[src/verilog/pia_params.svh]
// constants for the priority interrupt address generator
// assumes a 50 MHz cpu clock and a 64-point lower half
`ifndef PIA_PARAMS_SVH
`define PIA_PARAMS_SVH
`define PIA_POINTS       64
`define PIA_GROUPS4      16
`define PIA_MASK_W       32
`define PIA_MASK_HALF_W  16
`define PIA_MASK_RESET   32'hFFFFFFFF
`define PIA_SETTLE_CLKS  3
`define PIA_ADDR_BASE    8'h80
`define PIA_KEY_AUTO     2'h1
`define PIA_KEY_MANUAL   2'h2
`endif

[src/verilog/pia_pkg.sv]
// types for the priority interrupt address generator
// constants live in pia_params.svh
package pia_pkg;
  typedef enum logic [1:0] {
    PIA_IDLE   = 2'b00,
    PIA_SETTLE = 2'b01,
    PIA_READY  = 2'b11,
    PIA_FETCH  = 2'b10
  } pia_state_t;
  typedef struct packed {
    logic       valid;
    logic [7:0] addr;
  } pia_resp_t;
endpackage : pia_pkg

[src/verilog/pia_addr_gen.sv]
// priority interrupt logic: change detectors, pending and priority flops,
// group mask, console lockout, response address generation, test commands
// assumes the cpu sequence control drives the command strobes synchronously
// assumes interrupt lines idle high and are pulled low to interrupt
`timescale 1ns/100ps
`include "pia_params.svh"
module pia_addr_gen (
  input  wire logic                          clk,
  input  wire logic                          rst_b,
  input  wire logic [`PIA_POINTS-1:0]        irq_line,
  input  wire logic [`PIA_POINTS-1:0]        irq_inhibitable,
  input  wire logic [1:0]                    console_key,
  input  wire logic                          lockout_sw,
  input  wire logic                          inhibit_auto_irq_instr,
  input  wire logic                          permit_auto_irq_instr,
  input  wire logic                          mask_load_low_cmd,
  input  wire logic                          mask_load_high_cmd,
  input  wire logic [23:0]                   accumulator,
  input  wire logic                          test_cmd,
  input  wire logic [2:0]                    test_card,
  input  wire logic [7:0]                    test_pattern,
  input  wire logic                          instr_interruptable,
  input  wire logic                          instr_done,
  input  wire logic                          resp_fetch,
  output pia_pkg::pia_resp_t                 resp_q,
  output logic                               mem_addr_from_irq_q,
  output logic                               no_irq_present_n_q,
  output logic                               permit_q,
  output logic [`PIA_POINTS-1:0]             line_pending_q
);
  localparam int NPT = `PIA_POINTS;
  localparam int NG4 = `PIA_GROUPS4;

  // two-flop synchronisers on outside signals; stage two is read, and the line edge detector also reads stage three
  logic [NPT-1:0] line_s1_q, line_s2_q, line_s3_q;
  logic [1:0]     key_s1_q, key_s2_q;
  logic           lock_s1_q, lock_s2_q;

  // lines reset to their idle high level, so the release of reset makes no false edge
  always_ff @(posedge clk or negedge rst_b) begin
    if (!rst_b) begin
      line_s1_q <= '1;
      line_s2_q <= '1;
      line_s3_q <= '1;
    end else begin
      line_s1_q <= irq_line;
      line_s2_q <= line_s1_q;
      line_s3_q <= line_s2_q; // stage three only remembers the last settled level
    end
  end

  // console switches are slow levels; two stages cost little and settle them
  always_ff @(posedge clk or negedge rst_b) begin
    if (!rst_b) begin
      key_s1_q  <= 2'h0;
      key_s2_q  <= 2'h0;
      lock_s1_q <= 1'b0;
      lock_s2_q <= 1'b0;
    end else begin
      key_s1_q  <= console_key;
      key_s2_q  <= key_s1_q;
      lock_s1_q <= lockout_sw;
      lock_s2_q <= lock_s1_q;
    end
  end

  // lockout honoured only in auto or manual key positions
  logic lockout;
  assign lockout = lock_s2_q && (key_s2_q == `PIA_KEY_AUTO || key_s2_q == `PIA_KEY_MANUAL);

  // falling edge of a line is the change-detector spike
  logic [NPT-1:0] edge_det;
  assign edge_det = line_s3_q & ~line_s2_q;

  // test commands inject a simulated edge on one eight-point card
  logic [NPT-1:0] test_hit;
  always_comb begin
    test_hit = '0;
    if (test_cmd) begin
      test_hit[test_card*8 +: 8] = test_pattern;
    end
  end

  // mask register: reset inhibits all groups until software loads it
  // the upper half is kept for software but has no points behind it in this build
  logic [`PIA_MASK_W-1:0] mask_q;
  always_ff @(posedge clk or negedge rst_b) begin
    if (!rst_b) begin
      mask_q <= `PIA_MASK_RESET;
    end else begin
      if (mask_load_low_cmd) begin
        mask_q[`PIA_MASK_HALF_W-1:0] <= accumulator[`PIA_MASK_HALF_W-1:0];
      end
      if (mask_load_high_cmd) begin
        mask_q[`PIA_MASK_W-1:`PIA_MASK_HALF_W] <= accumulator[`PIA_MASK_HALF_W-1:0];
      end
    end
  end

  // permit flop: inhibit instruction clears, permit instruction sets
  // a coincident permit and inhibit leaves the flop set
  always_ff @(posedge clk or negedge rst_b) begin
    if (!rst_b) begin
      permit_q <= 1'b0;
    end else if (permit_auto_irq_instr) begin
      permit_q <= 1'b1;
    end else if (inhibit_auto_irq_instr) begin
      permit_q <= 1'b0;
    end
  end

  pia_pkg::pia_state_t state_q;
  logic [1:0]          settle_q;
  logic [5:0]          win_idx_q;
  logic                after_irq_q;
  logic [NPT-1:0]      prio_q;
  logic [NPT-1:0]      clr_pt;

  // pending flops: set wins over clear so a coincident edge is kept
  // lockout does not reach here, so lines are remembered while service is held
  always_ff @(posedge clk or negedge rst_b) begin
    if (!rst_b) begin
      line_pending_q <= '0;
    end else begin
      line_pending_q <= (line_pending_q & ~clr_pt) | edge_det | test_hit;
    end
  end

  // priority flops load only while no request is being addressed
  // frozen otherwise, so a later, higher arrival cannot displace the address
  always_ff @(posedge clk or negedge rst_b) begin
    if (!rst_b) begin
      prio_q <= '0;
    end else if (no_irq_present_n_q) begin
      prio_q <= line_pending_q & ~clr_pt;
    end else begin
      prio_q <= prio_q & ~clr_pt;
    end
  end

  // a point may be serviced if unmasked and, if inhibitable, permitted
  logic [NPT-1:0] eligible;
  logic [NG4-1:0] g4_act, grant;
  logic [1:0]     ident [NG4];
  genvar gi;
  generate
    for (gi = 0; gi < NG4; gi++) begin : g_four
      logic [3:0] p;
      assign p = prio_q[gi*4 +: 4] & eligible[gi*4 +: 4];
      assign g4_act[gi] = (|p) && !mask_q[gi];
      // lowest-numbered set flop is the highest priority
      assign ident[gi] = p[0] ? 2'd0 : p[1] ? 2'd1 : p[2] ? 2'd2 : 2'd3;
    end
    // non-inhibitable points ignore the permit flop
    for (gi = 0; gi < NPT; gi++) begin : g_elig
      assign eligible[gi] = permit_q || !irq_inhibitable[gi];
    end
  endgenerate

  // half-card grants within each sixteen; group priority across groups
  logic [3:0] grp_req, grp_prio;
  logic       lower_request_gate;
  generate
    for (gi = 0; gi < 4; gi++) begin : g_sixteen
      assign grant[gi*4]   = g4_act[gi*4];
      assign grant[gi*4+1] = g4_act[gi*4+1] && !g4_act[gi*4];
      assign grant[gi*4+2] = g4_act[gi*4+2] && !(|g4_act[gi*4 +: 2]);
      assign grant[gi*4+3] = g4_act[gi*4+3] && !(|g4_act[gi*4 +: 3]);
      assign grp_req[gi]   = |grant[gi*4 +: 4];
    end
  endgenerate
  // the first group needs no gate: nothing outranks it
  assign grp_prio[0] = grp_req[0];
  assign grp_prio[1] = grp_req[1] && !grp_req[0];
  assign grp_prio[2] = grp_req[2] && !(|grp_req[1:0]);
  assign grp_prio[3] = grp_req[3] && !(|grp_req[2:0]);
  // the lower request alone starts the settle count
  assign lower_request_gate = |grp_req;

  // winning half-card index; bits 2..5 follow area and half
  logic [3:0] win_g4;
  logic [7:0] addr_form;
  always_comb begin
    win_g4 = 4'h0;
    for (int k = NG4 - 1; k >= 0; k--) begin
      if (grant[k] && grp_prio[k/4]) begin
        win_g4 = 4'(k);
      end
    end
    // point index under the fixed base; bit 6 would mark the upper points
    addr_form    = `PIA_ADDR_BASE;
    addr_form[1:0] = ident[win_g4];
    addr_form[2] = win_g4[0];
    addr_form[3] = win_g4[1];
    addr_form[4] = grp_prio[1] || grp_prio[3];
    addr_form[5] = grp_prio[2] || grp_prio[3];
    addr_form[6] = 1'b0;
  end

  // clear only the fetched point's flops
  // the index is latched at presentation, so a later arrival cannot redirect it
  always_comb begin
    clr_pt = '0;
    if (state_q == pia_pkg::PIA_READY && resp_fetch) begin
      clr_pt[win_idx_q] = 1'b1;
    end
  end

  // sequence: request, three-clock settle, present, fetch, one instruction gap
  always_ff @(posedge clk or negedge rst_b) begin
    if (!rst_b) begin
      state_q             <= pia_pkg::PIA_IDLE;
      settle_q            <= 2'h0;
      win_idx_q           <= 6'h0;
      resp_q              <= '0;
      mem_addr_from_irq_q <= 1'b0;
      no_irq_present_n_q  <= 1'b1;
    end else begin
      case (state_q)
        // idle: wait for any granted group
        pia_pkg::PIA_IDLE: begin
          resp_q.valid        <= 1'b0;
          mem_addr_from_irq_q <= 1'b0;
          if (lower_request_gate) begin
            no_irq_present_n_q <= 1'b0;
            settle_q           <= 2'h1;
            state_q            <= pia_pkg::PIA_SETTLE;
          end
        end

        // settle: count out the timer, then offer the address when allowed
        pia_pkg::PIA_SETTLE: begin
          if (settle_q == 2'(`PIA_SETTLE_CLKS)) begin
            win_idx_q <= {win_g4, addr_form[1:0]};
            resp_q.addr <= addr_form;
            // lockout and the one-instruction gap hold service off
            if (!lockout && instr_done && instr_interruptable && !after_irq_q) begin
              resp_q.valid        <= 1'b1;
              mem_addr_from_irq_q <= 1'b1;
              state_q             <= pia_pkg::PIA_READY;
            end
          end else begin
            settle_q <= settle_q + 2'h1;
          end
          if (!lower_request_gate) begin
            no_irq_present_n_q <= 1'b1;
            state_q            <= pia_pkg::PIA_IDLE;
          end
        end

        // ready: the address stands until the processor fetches it
        pia_pkg::PIA_READY: begin
          if (resp_fetch) begin
            resp_q.valid        <= 1'b0;
            mem_addr_from_irq_q <= 1'b0;
            state_q             <= pia_pkg::PIA_FETCH;
          end
        end

        // fetch: the point's flops cleared on entry; free the priority flops next
        pia_pkg::PIA_FETCH: begin
          no_irq_present_n_q <= 1'b1;
          state_q            <= pia_pkg::PIA_IDLE;
        end
        default: begin
          state_q <= pia_pkg::PIA_IDLE;
        end
      endcase
    end
  end

  // one-instruction gap: set by the fetch, cleared by a later completion in any state,
  // so a request already waiting in settle cannot hang on a stale gap; set wins
  always_ff @(posedge clk or negedge rst_b) begin
    if (!rst_b) begin
      after_irq_q <= 1'b0;
    end else if (state_q == pia_pkg::PIA_READY && resp_fetch) begin
      after_irq_q <= 1'b1;
    end else if (instr_done) begin
      after_irq_q <= 1'b0;
    end
  end
endmodule : pia_addr_gen

[config.mk]
export PLATFORM = sky130hd
export DESIGN_NAME = pia_addr_gen
export DESIGN_NICKNAME = d
export VERILOG_FILES = /design/src/verilog/pia_pkg.sv /design/src/verilog/pia_addr_gen.sv
export VERILOG_INCLUDE_DIRS = /design/src /design/src/verilog
export SDC_FILE = /design/constraint.sdc
export NUM_CORES = 1
export LEC_CHECK = 0
export BUFFER_PORTS_ARGS = -buffer_cell sky130_fd_sc_hd__buf_2
export CAP_MARGIN = 10
export CORE_AREA = 3 3 148 208
export DETAILED_ROUTE_END_ITERATION = 6
export DIE_AREA = 0 0 151 211
export PLACE_DENSITY_LB_ADDON = 0.15
export SYNTH_ARGS = -nofsm -noshare
export SYNTH_HDL_FRONTEND = slang
export SYNTH_SLANG_ARGS = --single-unit
[constraint.sdc]
create_clock -name clk -period 3.05 [get_ports clk]
set_clock_uncertainty 0.05 [all_clocks]
set_input_delay 0.61 -clock clk [delete_from_list [all_inputs] [get_ports clk]]
set_output_delay 0.61 -clock clk [all_outputs]
set_load 0.05 [all_outputs]
; ---- Word level (Yosys, flattened, before mapping)
; Cells that the tools add are included.
; W data, S select, Z words.
[word_totals]
regBits = 364
elab_cells = 417
in_bits = 176
[op_classes]
order_cmp = 3
addsub = 2
shifts = 2
n_bitwise = 25
n_mux = 93
n_eq_ne = 14
reduce_logical = 259
[ops]
columns = op, count
row1 = $and A64 B64 Y64, 4
row2 = $mux W64, 3
row3 = $not A64 Y64, 2
row4 = $or A64 B64 Y64, 2
row5 = $logic_not A1 Y1, 97
row6 = $mux W2, 40
row7 = $reduce_or A4 Y1, 20
row8 = $logic_or A1 B1 Y1, 67
row9 = $and A4 B4 Y4, 16
row10 = $mux W4, 16
row11 = $shift A8 B34 Y64 const A, 1
row12 = $shiftx A8 B34 Y64, 1
row13 = $logic_and A1 B1 Y1, 53
row14 = $neg A6 Y34, 1
row15 = $mux W1, 26
row16 = $reduce_or A16 Y1, 1
row17 = $ne A2 B2 Y1 const B, 6
row18 = $reduce_or A12 Y1, 1
row19 = $reduce_or A3 Y1, 4
row20 = $mux W9, 1
row21 = $pmux W1 S3, 3
row22 = $bmux W2 S4, 1
row23 = $eq A2 B2 Y1 const B, 4
row24 = $pmux W2 S4, 1
row25 = other kinds (17), 27

; ---- Longest topological paths before layout
; Gate-level depths: netlist (run 1).
[logic_depth]
ltp_word = 34
mapped_depth = 14
mapped_depth_nobuf = 11

; ---- Worst setup path after synthesis (run 1)
; No wires, ideal clock.
[synth_path]
kind = reg-to-reg
start = register permit_q
end = register win_idx_q[1]
path_slack_ns = -0.389
arrival_ns = 3.265
path_buffers = 3
required_time_ns = 2.876
path_stages_with_launch = 13
setup_ns = 0.124
path_cell_list = dfrtp_1 buf_4 buf_4 buf_6 o21ai_0 a31oi_1 nor2_1 a221oi_1 a21oi_2 mux2_4 a221o_1 a32o_1 a211o_1
[synth_between]
elab_chain_cells = 31
[synth_rtl]
columns = element, line_no
row1 = start: declaration, pia_addr_gen.sv:28  ; output logic permit_q,
row2 = start signal: assignment, pia_addr_gen.sv:104  ; permit_q <= 1'b0;
row3 = start signal: assignment, pia_addr_gen.sv:106  ; permit_q <= 1'b1;
row4 = start signal: assignment, pia_addr_gen.sv:108  ; permit_q <= 1'b0;
row5 = $logic_or A1 B1 Y1, pia_addr_gen.sv:156  ; assign eligible[gi] = permit_q || !irq_inhibitable[gi];
row6 = $and A4 B4 Y4, pia_addr_gen.sv:149  ; assign p = prio_q[gi*4 +: 4] & eligible[gi*4 +: 4];
row7 = $reduce_or A4 Y1, pia_addr_gen.sv:150  ; assign g4_act[gi] = (|p) && !mask_q[gi];
row8 = $logic_and A1 B1 Y1, pia_addr_gen.sv:150
row9 = $reduce_or A3 Y1 or $reduce_or A2 Y1 (tied branches), "pia_addr_gen.sv:168, pia_addr_gen.sv:167"
row10 = "$logic_not A1 Y1, on equally long branches", "pia_addr_gen.sv:168, pia_addr_gen.sv:167"
row11 = "$logic_and A1 B1 Y1, on equally long branches", "pia_addr_gen.sv:168, pia_addr_gen.sv:167"
row12 = $reduce_or A12 Y1, pia_addr_gen.sv:176  ; assign grp_prio[3] = grp_req[3] && !(|grp_req[2:0]);
row13 = $logic_not A1 Y1, pia_addr_gen.sv:176
row14 = $logic_and A1 B1 Y1, pia_addr_gen.sv:176
row15 = $logic_and A1 B1 Y1, pia_addr_gen.sv:186  ; if (grant[k] && grp_prio[k/4]) begin
row16 = $mux W4 (16 in series), pia_addr_gen.sv:186
row17 = $not A4 Y5 (not written as such), pia_addr_gen.sv:192  ; addr_form[1:0] = ident[win_g4];
row18 = $bmux W2 S4 (*), pia_addr_gen.sv:192
row19 = $mux W2 (not written as such) (*) (2 in series), pia_addr_gen.sv:192
row20 = end signal: assignment, pia_addr_gen.sv:234  ; win_idx_q <= {win_g4, addr_form[1:0]};
row21 = end: declaration, pia_addr_gen.sv:114  ; logic [5:0] win_idx_q;
; Mark *: on every way between the ends. The rest lies on a longest branch, timed or not. The select of a mux whose other input is x is not followed.
; A chain may end at the register's enable or synchronous reset.

; ---- Worst setup path after layout (run 1)
; Same ends and word-level chain as after synthesis.

==> results.cfg, run 1 <==
[status]
status = finished with violations
violations = negative setup slack

[critical_path]
slowest_delay_ns = 0.44
crit_path_cell_trace = buf_6 > o21ai_2 > o221a_2 > a41o_1 > and4bb_2 > or3b_4 > a31oi_4 > a21oi_4 > mux2_4 > a221o_1 > a32o_1 > a211o_1
start_kind = register
cpLargestDelayFamily = compound AO/OA/AOI/OAI gates
cpMaxStageDelayCell = dfrtp_2
critPathRequiredTime_ns = 3.42
worstPathMaxFanout = 5
path_class = reg -> reg
path_buf_inv = 1
critPathArrivalTime_ns = 3.57
critPathCaptureType = register

[cts]
clk_latency_ns = 0.53
clk_path_buf_depth = 3
path_clk_slew_ns = 0.06
clock-root-buffer = clkbuf_16
cts_tree = done
cts.sink_count = 360
cts_hold_buffers = 0
h-tree-depth = 2
cts_buffers = 36

[placement]
dp_hpwl_mm = 29.9
place.gp.congestion = 0.956
dp.cells = 1882
io_buffers = 241
pre_cts_ws_ns = -0.384

[timing]
holdWs_ns = 0.0644
fin_setup_tns_ns = -0.243
period_share_pct = 105
period_minus_slack_ns = 3.19
setup_slack_ns = -0.143
finalHoldViolations = 0
slew_headroom_pct = 49.3
maxSlewViolCount = 0
finalSetupViolations = 2
tightestPinTransition_ns = 0.761
rsz0062_at_grt = true
fmax_mhz = 313

[logic_synthesis]
synth_warnings = 0
synth_top_area_share_pct = 38.0
synth_nets = 1368
synth_edf_count = 0
synth.cell_area_um2 = 14500
syn_area_per_cell_um2 = 12.2
syn_inst = 1181
synth-seq-cells = 360
synthTopCellsByCount = 209 x dfstp_2, 151 x dfrtp_1, 100 x a21oi_1
yosys-top-cells-area = dfstp_2 38%, dfrtp_1 26%, mux2i_1 5.0%, a21oi_1 3.5%, a221o_1 2.8%
async_reset_ff_share_pct = 100
ys_seq_area_share_pct = 64.1
yosysMostFrequentCell = dfstp_2
synth.largest_area_cell = dfstp_2
ys_types = 67
synth_ff_type = dfstp_2

[grt]
grt_max_degree = 93
gr-max-usage-layer = met2
grt_pass1_wl_mm = 61.5
grt_use_met3_pct = 5.00
antenna_found_initial = 0
grtUsageMet1_pct = 34.6
grt_overflow = 0
grt_util_met2_pct = 40.4
grt_use_total_pct = 25.5
grt_pass1_vias = 10500

[die]
core-area_um2 = 29100
die_h_um = 211
die_w_um = 151
rows = 74
io_pins = 252
initial_core_util_pct = 49.7
dieArea_um2 = 31900

[hold_path]
hold_class = in -> async

[route]
dr_total_vias = 10800
dr.pass1.iters = 5
drtAntennaViolNets = 0
wire_per_inst_um = 20.9
drt_iter0_markers = 664
vias_per_cell = 5.53
post-route-drc-count = 0
wl_mm = 40.8

[pwr]
powerDensity_nw_per_um2 = 651
ir_drop_v = 0.000500
p_leak_uw = 0.00810

[cells_and_area]
drive_above_1_share_pct = 46.5
diodes = 0
nets = 1739
fill_cells = 2360
final_cells = 1958
areaGrowthSynthToFinish_pct = 28.5

[flow_run]
cap_violations = 0
==> worst register-to-register path: stages, from the launching register on <==
cell and delay (ns):
dfrtp_2 0.44, buf_6 0.16, o21ai_2 0.06, o221a_2 0.20
a41o_1 0.17, and4bb_2 0.29, or3b_4 0.40, a31oi_4 0.22
a21oi_4 0.10, mux2_4 0.30, a221o_1 0.30, a32o_1 0.21
a211o_1 0.22
==> routing by layer <==
metal	vias to the layer above	share of wire (%)	routed length (um)
li1	4933	-	-
met1	5361	41	16600
met2	436	47	19300
met3	101	7.6	3090
met4	0	4.4	1790
met5	-	0	0
==> cell families after synthesis <==
group           synth area share (%)
flops                           64.1
xor+xnor                      0.0606
mux                             7.14
compound gates                  15.6
buf+inv                         3.95
fa+ha+maj                      0.952
simple gates                    8.19
other cells                   0.0259
==> registers in the layout, summed over array words and instances, names as in the netlist, 4 cells and up <==
name            count
line_pending_q     64
line_s1_q          64
line_s2_q          64
line_s3_q          64
mask_q             16
prio_q             64
resp_q              4
win_idx_q           6
==> timing repair <==
item                       CTS  global route
setup buffers                8             4
setup endpoints to repair    2             2
pin swaps                    8             7
gates resized for setup     24            17
==> cell usage in the layout, fill, tap and decap left out, types with 4 or more instances in the layout <==
cell type / count
nor3b_1: 4
o21ai_0: 65
o221a_2: 9
nand4_1: 4
a22oi_1: 32
nor2_1: 32
clkbuf_1: 8
a21oi_1: 97
buf_2: 240
mux2i_1: 71
a31oi_1: 9
mux2_2: 23
a31oi_4: 4
inv_1: 84
a21o_1: 8
a221o_1: 41
clkbuf_8: 4
buf_4: 131
dfstp_2: 208
nor3_1: 12
clkbuf_16: 39
nor2b_1: 51
nand3_1: 4
nand2_1: 97
clkinv_2: 5
o21ba_2: 4
buf_6: 8
ha_1: 11
buf_12: 7
nand2b_1: 16
a41o_1: 5
o21ai_2: 6
dfrtp_1: 150
==> power breakdown <==
part	total, uW	internal [uW]	switching [uW]
logic	2170	873	1300
clock network	4510	2700	1810
registers	5420	5180	238
total	12100	8750	3350
==> path summary, 6_finish.rpt <==
path / startpoint / depth (start not counted) / slack [ns] / end
max: permit_q / 12 / -0.14 / win_idx_q[1]
min: rst_b / 1 / 0.06 / key_s1_q[0]
max reg2reg: permit_q / 12 / -0.14 / win_idx_q[1]
min reg2reg: key_s1_q[1] / 0 / 0.30 / key_s2_q[1]
max in group asynchronous: rst_b / 2 / 2.03 / line_s3_q[21]
min in group clk: irq_line[39] / 1 / 0.12 / line_s1_q[39]
==> stage by stage <==
| step | area, um2 | utilization, % | total power (uW) |
|---|---|---|---|
| floorplan | 14500 | - | 6780 |
| global placement | 17100 | 58.7 | 7550 |
| detailed placement | 17100 | 58.7 | 7600 |
| CTS | 18500 | 63.5 | 12200 |
| global route | 18600 | 63.9 | 12600 |
| finish | 18600 | 63.9 | 12100 |
==> cell type report <==
| type | instances | area (um2) | area share (%) |
|---|---|---|---|
| clock buffer | 51 | 1060 | 5.71 |
| clock inverter | 13 | 163 | 0.875 |
| inverter | 86 | 323 | 1.74 |
| multi-input combinational | 680 | 4840 | 26.0 |
| sequential | 360 | 9280 | 49.9 |
| tap | 380 | 475 | 2.56 |
| timing repair buffer | 388 | 2440 | 13.2 |
Power figures use the tool's default switching activity.
==> inputs of run 2 (changes only) <==
--- a/config.mk
+++ b/config.mk
@@ -6,12 +6,13 @@
 export SDC_FILE = /design/constraint.sdc
 export NUM_CORES = 1
 export LEC_CHECK = 0
+export ABC_AREA = 1
 export BUFFER_PORTS_ARGS = -buffer_cell sky130_fd_sc_hd__buf_2
 export CAP_MARGIN = 10
-export CORE_AREA = 3 3 148 208
+export CORE_AREA = 3 3 147 205
 export DETAILED_ROUTE_END_ITERATION = 6
-export DIE_AREA = 0 0 151 211
-export PLACE_DENSITY_LB_ADDON = 0.15
+export DIE_AREA = 0 0 150 208
+export PLACE_DENSITY = 0.8
 export SYNTH_ARGS = -nofsm -noshare
 export SYNTH_HDL_FRONTEND = slang
 export SYNTH_SLANG_ARGS = --single-unit
==> results.cfg, run 2 <==
[status]
status = finished with violations
violations = negative hold slack

[grt]
grt_max_degree = 79
grt_pass1_wl_mm = 60.4
grt_use_total_pct = 25.3
grt_overflow = 0
antenna_found_initial = 3
grt_pass1_vias = 11100

[cells_and_area]
final_cells = 2066
seqCellArea_um2 = 9270
most-common-layout-cells = 333 x nand2_1, 240 x buf_2, 209 x dfstp_2
nets = 1851
drive_above_1_share_pct = 34.9
multi_input_area_um2 = 4160
areaGrowthSynthToFinish_pct = 22.9
final_common_cell = nand2_1
utilization_pct = 61.0
fill_cells = 2300

[pwr]
p_comb_share_pct = 22.7
ir_drop_v = 0.000565
power_uw = 13400
p_switching_uw = 4350
p_seq_share_pct = 45.1
internal-power_uw = 9040
swShare_pct = 32.5
p_clk_share_pct = 32.2
p_leak_uw = 0.00779
powerDensity_nw_per_um2 = 770

[route]
wl_mm = 39.8
post-route-drc-count = 0
dr.pass1.iters = 5
dr_total_vias = 10900
wl_met3_mm = 3.01
maxUsedRoutingLayer = met5
drtAntennaViolNets = 0
dr_wl_met2_mm = 19.2
met1Wirelength_mm = 15.1
drt_iter0_markers = 855
wire_per_inst_um = 19.3
vias_per_cell = 5.28

[die]
die_w_um = 150
rows = 73
dieArea_um2 = 31200
io_pins = 252
initial_core_util_pct = 49.6
core-area_um2 = 28500
die_h_um = 208

[timing]
period_share_pct = 96.0
fmax_mhz = 341
tightestPinTransition_ns = 0.751
finalSetupViolations = 0
period_minus_slack_ns = 2.93
holdWs_ns = -0.00734
slew_headroom_pct = 49.9
rsz0062_at_grt = true
maxSlewViolCount = 0
finalHoldViolations = 2

[critical_path]
crit_path_cell_trace = clkinv_4 > buf_12 > nand2_1 > nand2_1 > nand2_1 > o21ai_2 > nand4_1 > nor2_2 > nand2_1 > or2_1 > nand2_2 > nand4_4 > nand2_8 > buf_12 > nand2_1 > nand3_1 > nand3_1 > nand3_1 > nand2_1 > nand2_1 > nand2_1
path_buf_inv = 3
r2r_start = permit_q
worstPathMaxFanout = 17
crit_path_start = permit_q
cpMaxStageDelayCell = dfrtp_1
critPathCaptureType = register
start_kind = register
cpLargestDelayFamily = simple AND/OR/NAND/NOR gates
critPathArrivalTime_ns = 3.30
path_class = reg -> reg
cp_common_cell = nand2_1
slowest_delay_ns = 0.40
critPathRequiredTime_ns = 3.42

[logic_synthesis]
synthTopCellsByCount = 335 x nand2_1, 209 x dfstp_2, 151 x dfrtp_1
synth_warnings = 0
synth-compound-area-share_pct = 9.97
ys_types = 42
async_reset_ff_share_pct = 100
synth.cell_area_um2 = 14100
yosys.area_share.adder_pct = 0.974
synth_top_area_share_pct = 38.8
synth_top_family_by_area = simple AND/OR/NAND/NOR gates
syn_inst = 1375
synth_nets = 1562
yosysMostFrequentCell = nand2_1
synthMuxAreaShare_pct = 0.690
synth_edf_count = 0
syn_area_per_cell_um2 = 10.3
yosys.area_share.simple_pct = 17.3
synth.largest_area_cell = dfstp_2
synth-seq-cells = 360
synth_ff_type = dfstp_2
ys_seq_area_share_pct = 65.6
yosys-top-cells-area = dfstp_2 39%, dfrtp_1 27%, nand2_1 8.9%, nand3_1 4.9%, o21ai_0 4.0%
synth_xor_area_share_pct = 0.0620

[placement]
io_buffers = 241
dp_hpwl_mm = 30.4
place.gp.congestion = 0.927
dp.cells = 2001

[cts]
cts_hold_buffers = 0
path_clk_slew_ns = 0.06
clk_path_buf_depth = 3
h-tree-depth = 2
post_cts_buffers = 0
clock-root-buffer = clkbuf_16
cts_tree = done
clk_latency_ns = 0.53
cts_buffers = 34
cts.sink_count = 360

[flow_run]
cap_violations = 0

[hold_path]
hold_class = in -> async
## run 2: cell count changes after synthesis, moves of 11 or more
cell / change
a221o_1: -41
o21ai_0: +43
a21oi_1: -93
mux2i_1: -69
nor2b_1: -52
nand2b_1: -16
nand3_1: +134
inv_1: +56
nand2_1: +238
a22oi_1: -34
o221a_2: -11
o211ai_1: +72
mux2_2: -18
nor2_1: +34
## run 2: power groups by stage
stage	registers [uW]	clock network, uW	logic [uW]
final	6040	4310	3040
after global routing	6100	4610	3370
after CTS	6020	4390	2980
after detailed placement	6090	0	2950
after global placement	6060	0	2870
after floorplan	6140	0	1810
## run 2: final timing paths
check / end / depth (start not counted) / slack, ns
max: win_idx_q[1] / 21 / 0.12
min: line_pending_q[8] / 1 / -0.007
max reg2reg: win_idx_q[1] / 21 / 0.12
min reg2reg: key_s2_q[0] / 0 / 0.30
max in group asynchronous: line_s2_q[22] / 2 / 2.06
min in group clk: line_s1_q[38] / 1 / 0.13
## run 2: final cells by class
cell class | instances | area share (%)
clock inverter | 15 | 0.994
antenna | 1 | 0.0144
timing repair buffer | 295 | 10.1
multi-input combinational | 828 | 24.0
sequential | 360 | 53.4
inverter | 145 | 3.16
tap | 375 | 2.70
clock buffer | 47 | 5.77
## run 2: routing by layer
metal  vias up  global-route usage [%]
met5         -                       0
met1      5176                    31.6
met4         4                    14.1
met3       114                    4.84
met2       473                    41.4
li1       5142                       -
## run 2: timing repair
action | CTS | global route
hold endpoints to repair | 0 | 0
resized for setup | 0 | 18
setup endpoints to repair | 0 | 5
## run 2: metrics by stage
stage	setup TNS (ns)	cell area (um2)	setup WS, ns
detailed placement	0	16100	0.0411
global placement	0	16100	0.0557
CTS	0	17300	0.0249
global route	-0.112	17400	-0.0579
finish	0	17400	0.121
floorplan	0	14100	0.154
## run 2: cell families after synthesis
logic type,Yosys count
AND/OR/NAND/NOR,577
XOR/XNOR,1
flip-flops,360
multiplexers,9
buffers and inverters,187
adder cells (fa/ha/maj),11
other,1
AO/OA/AOI/OAI,229
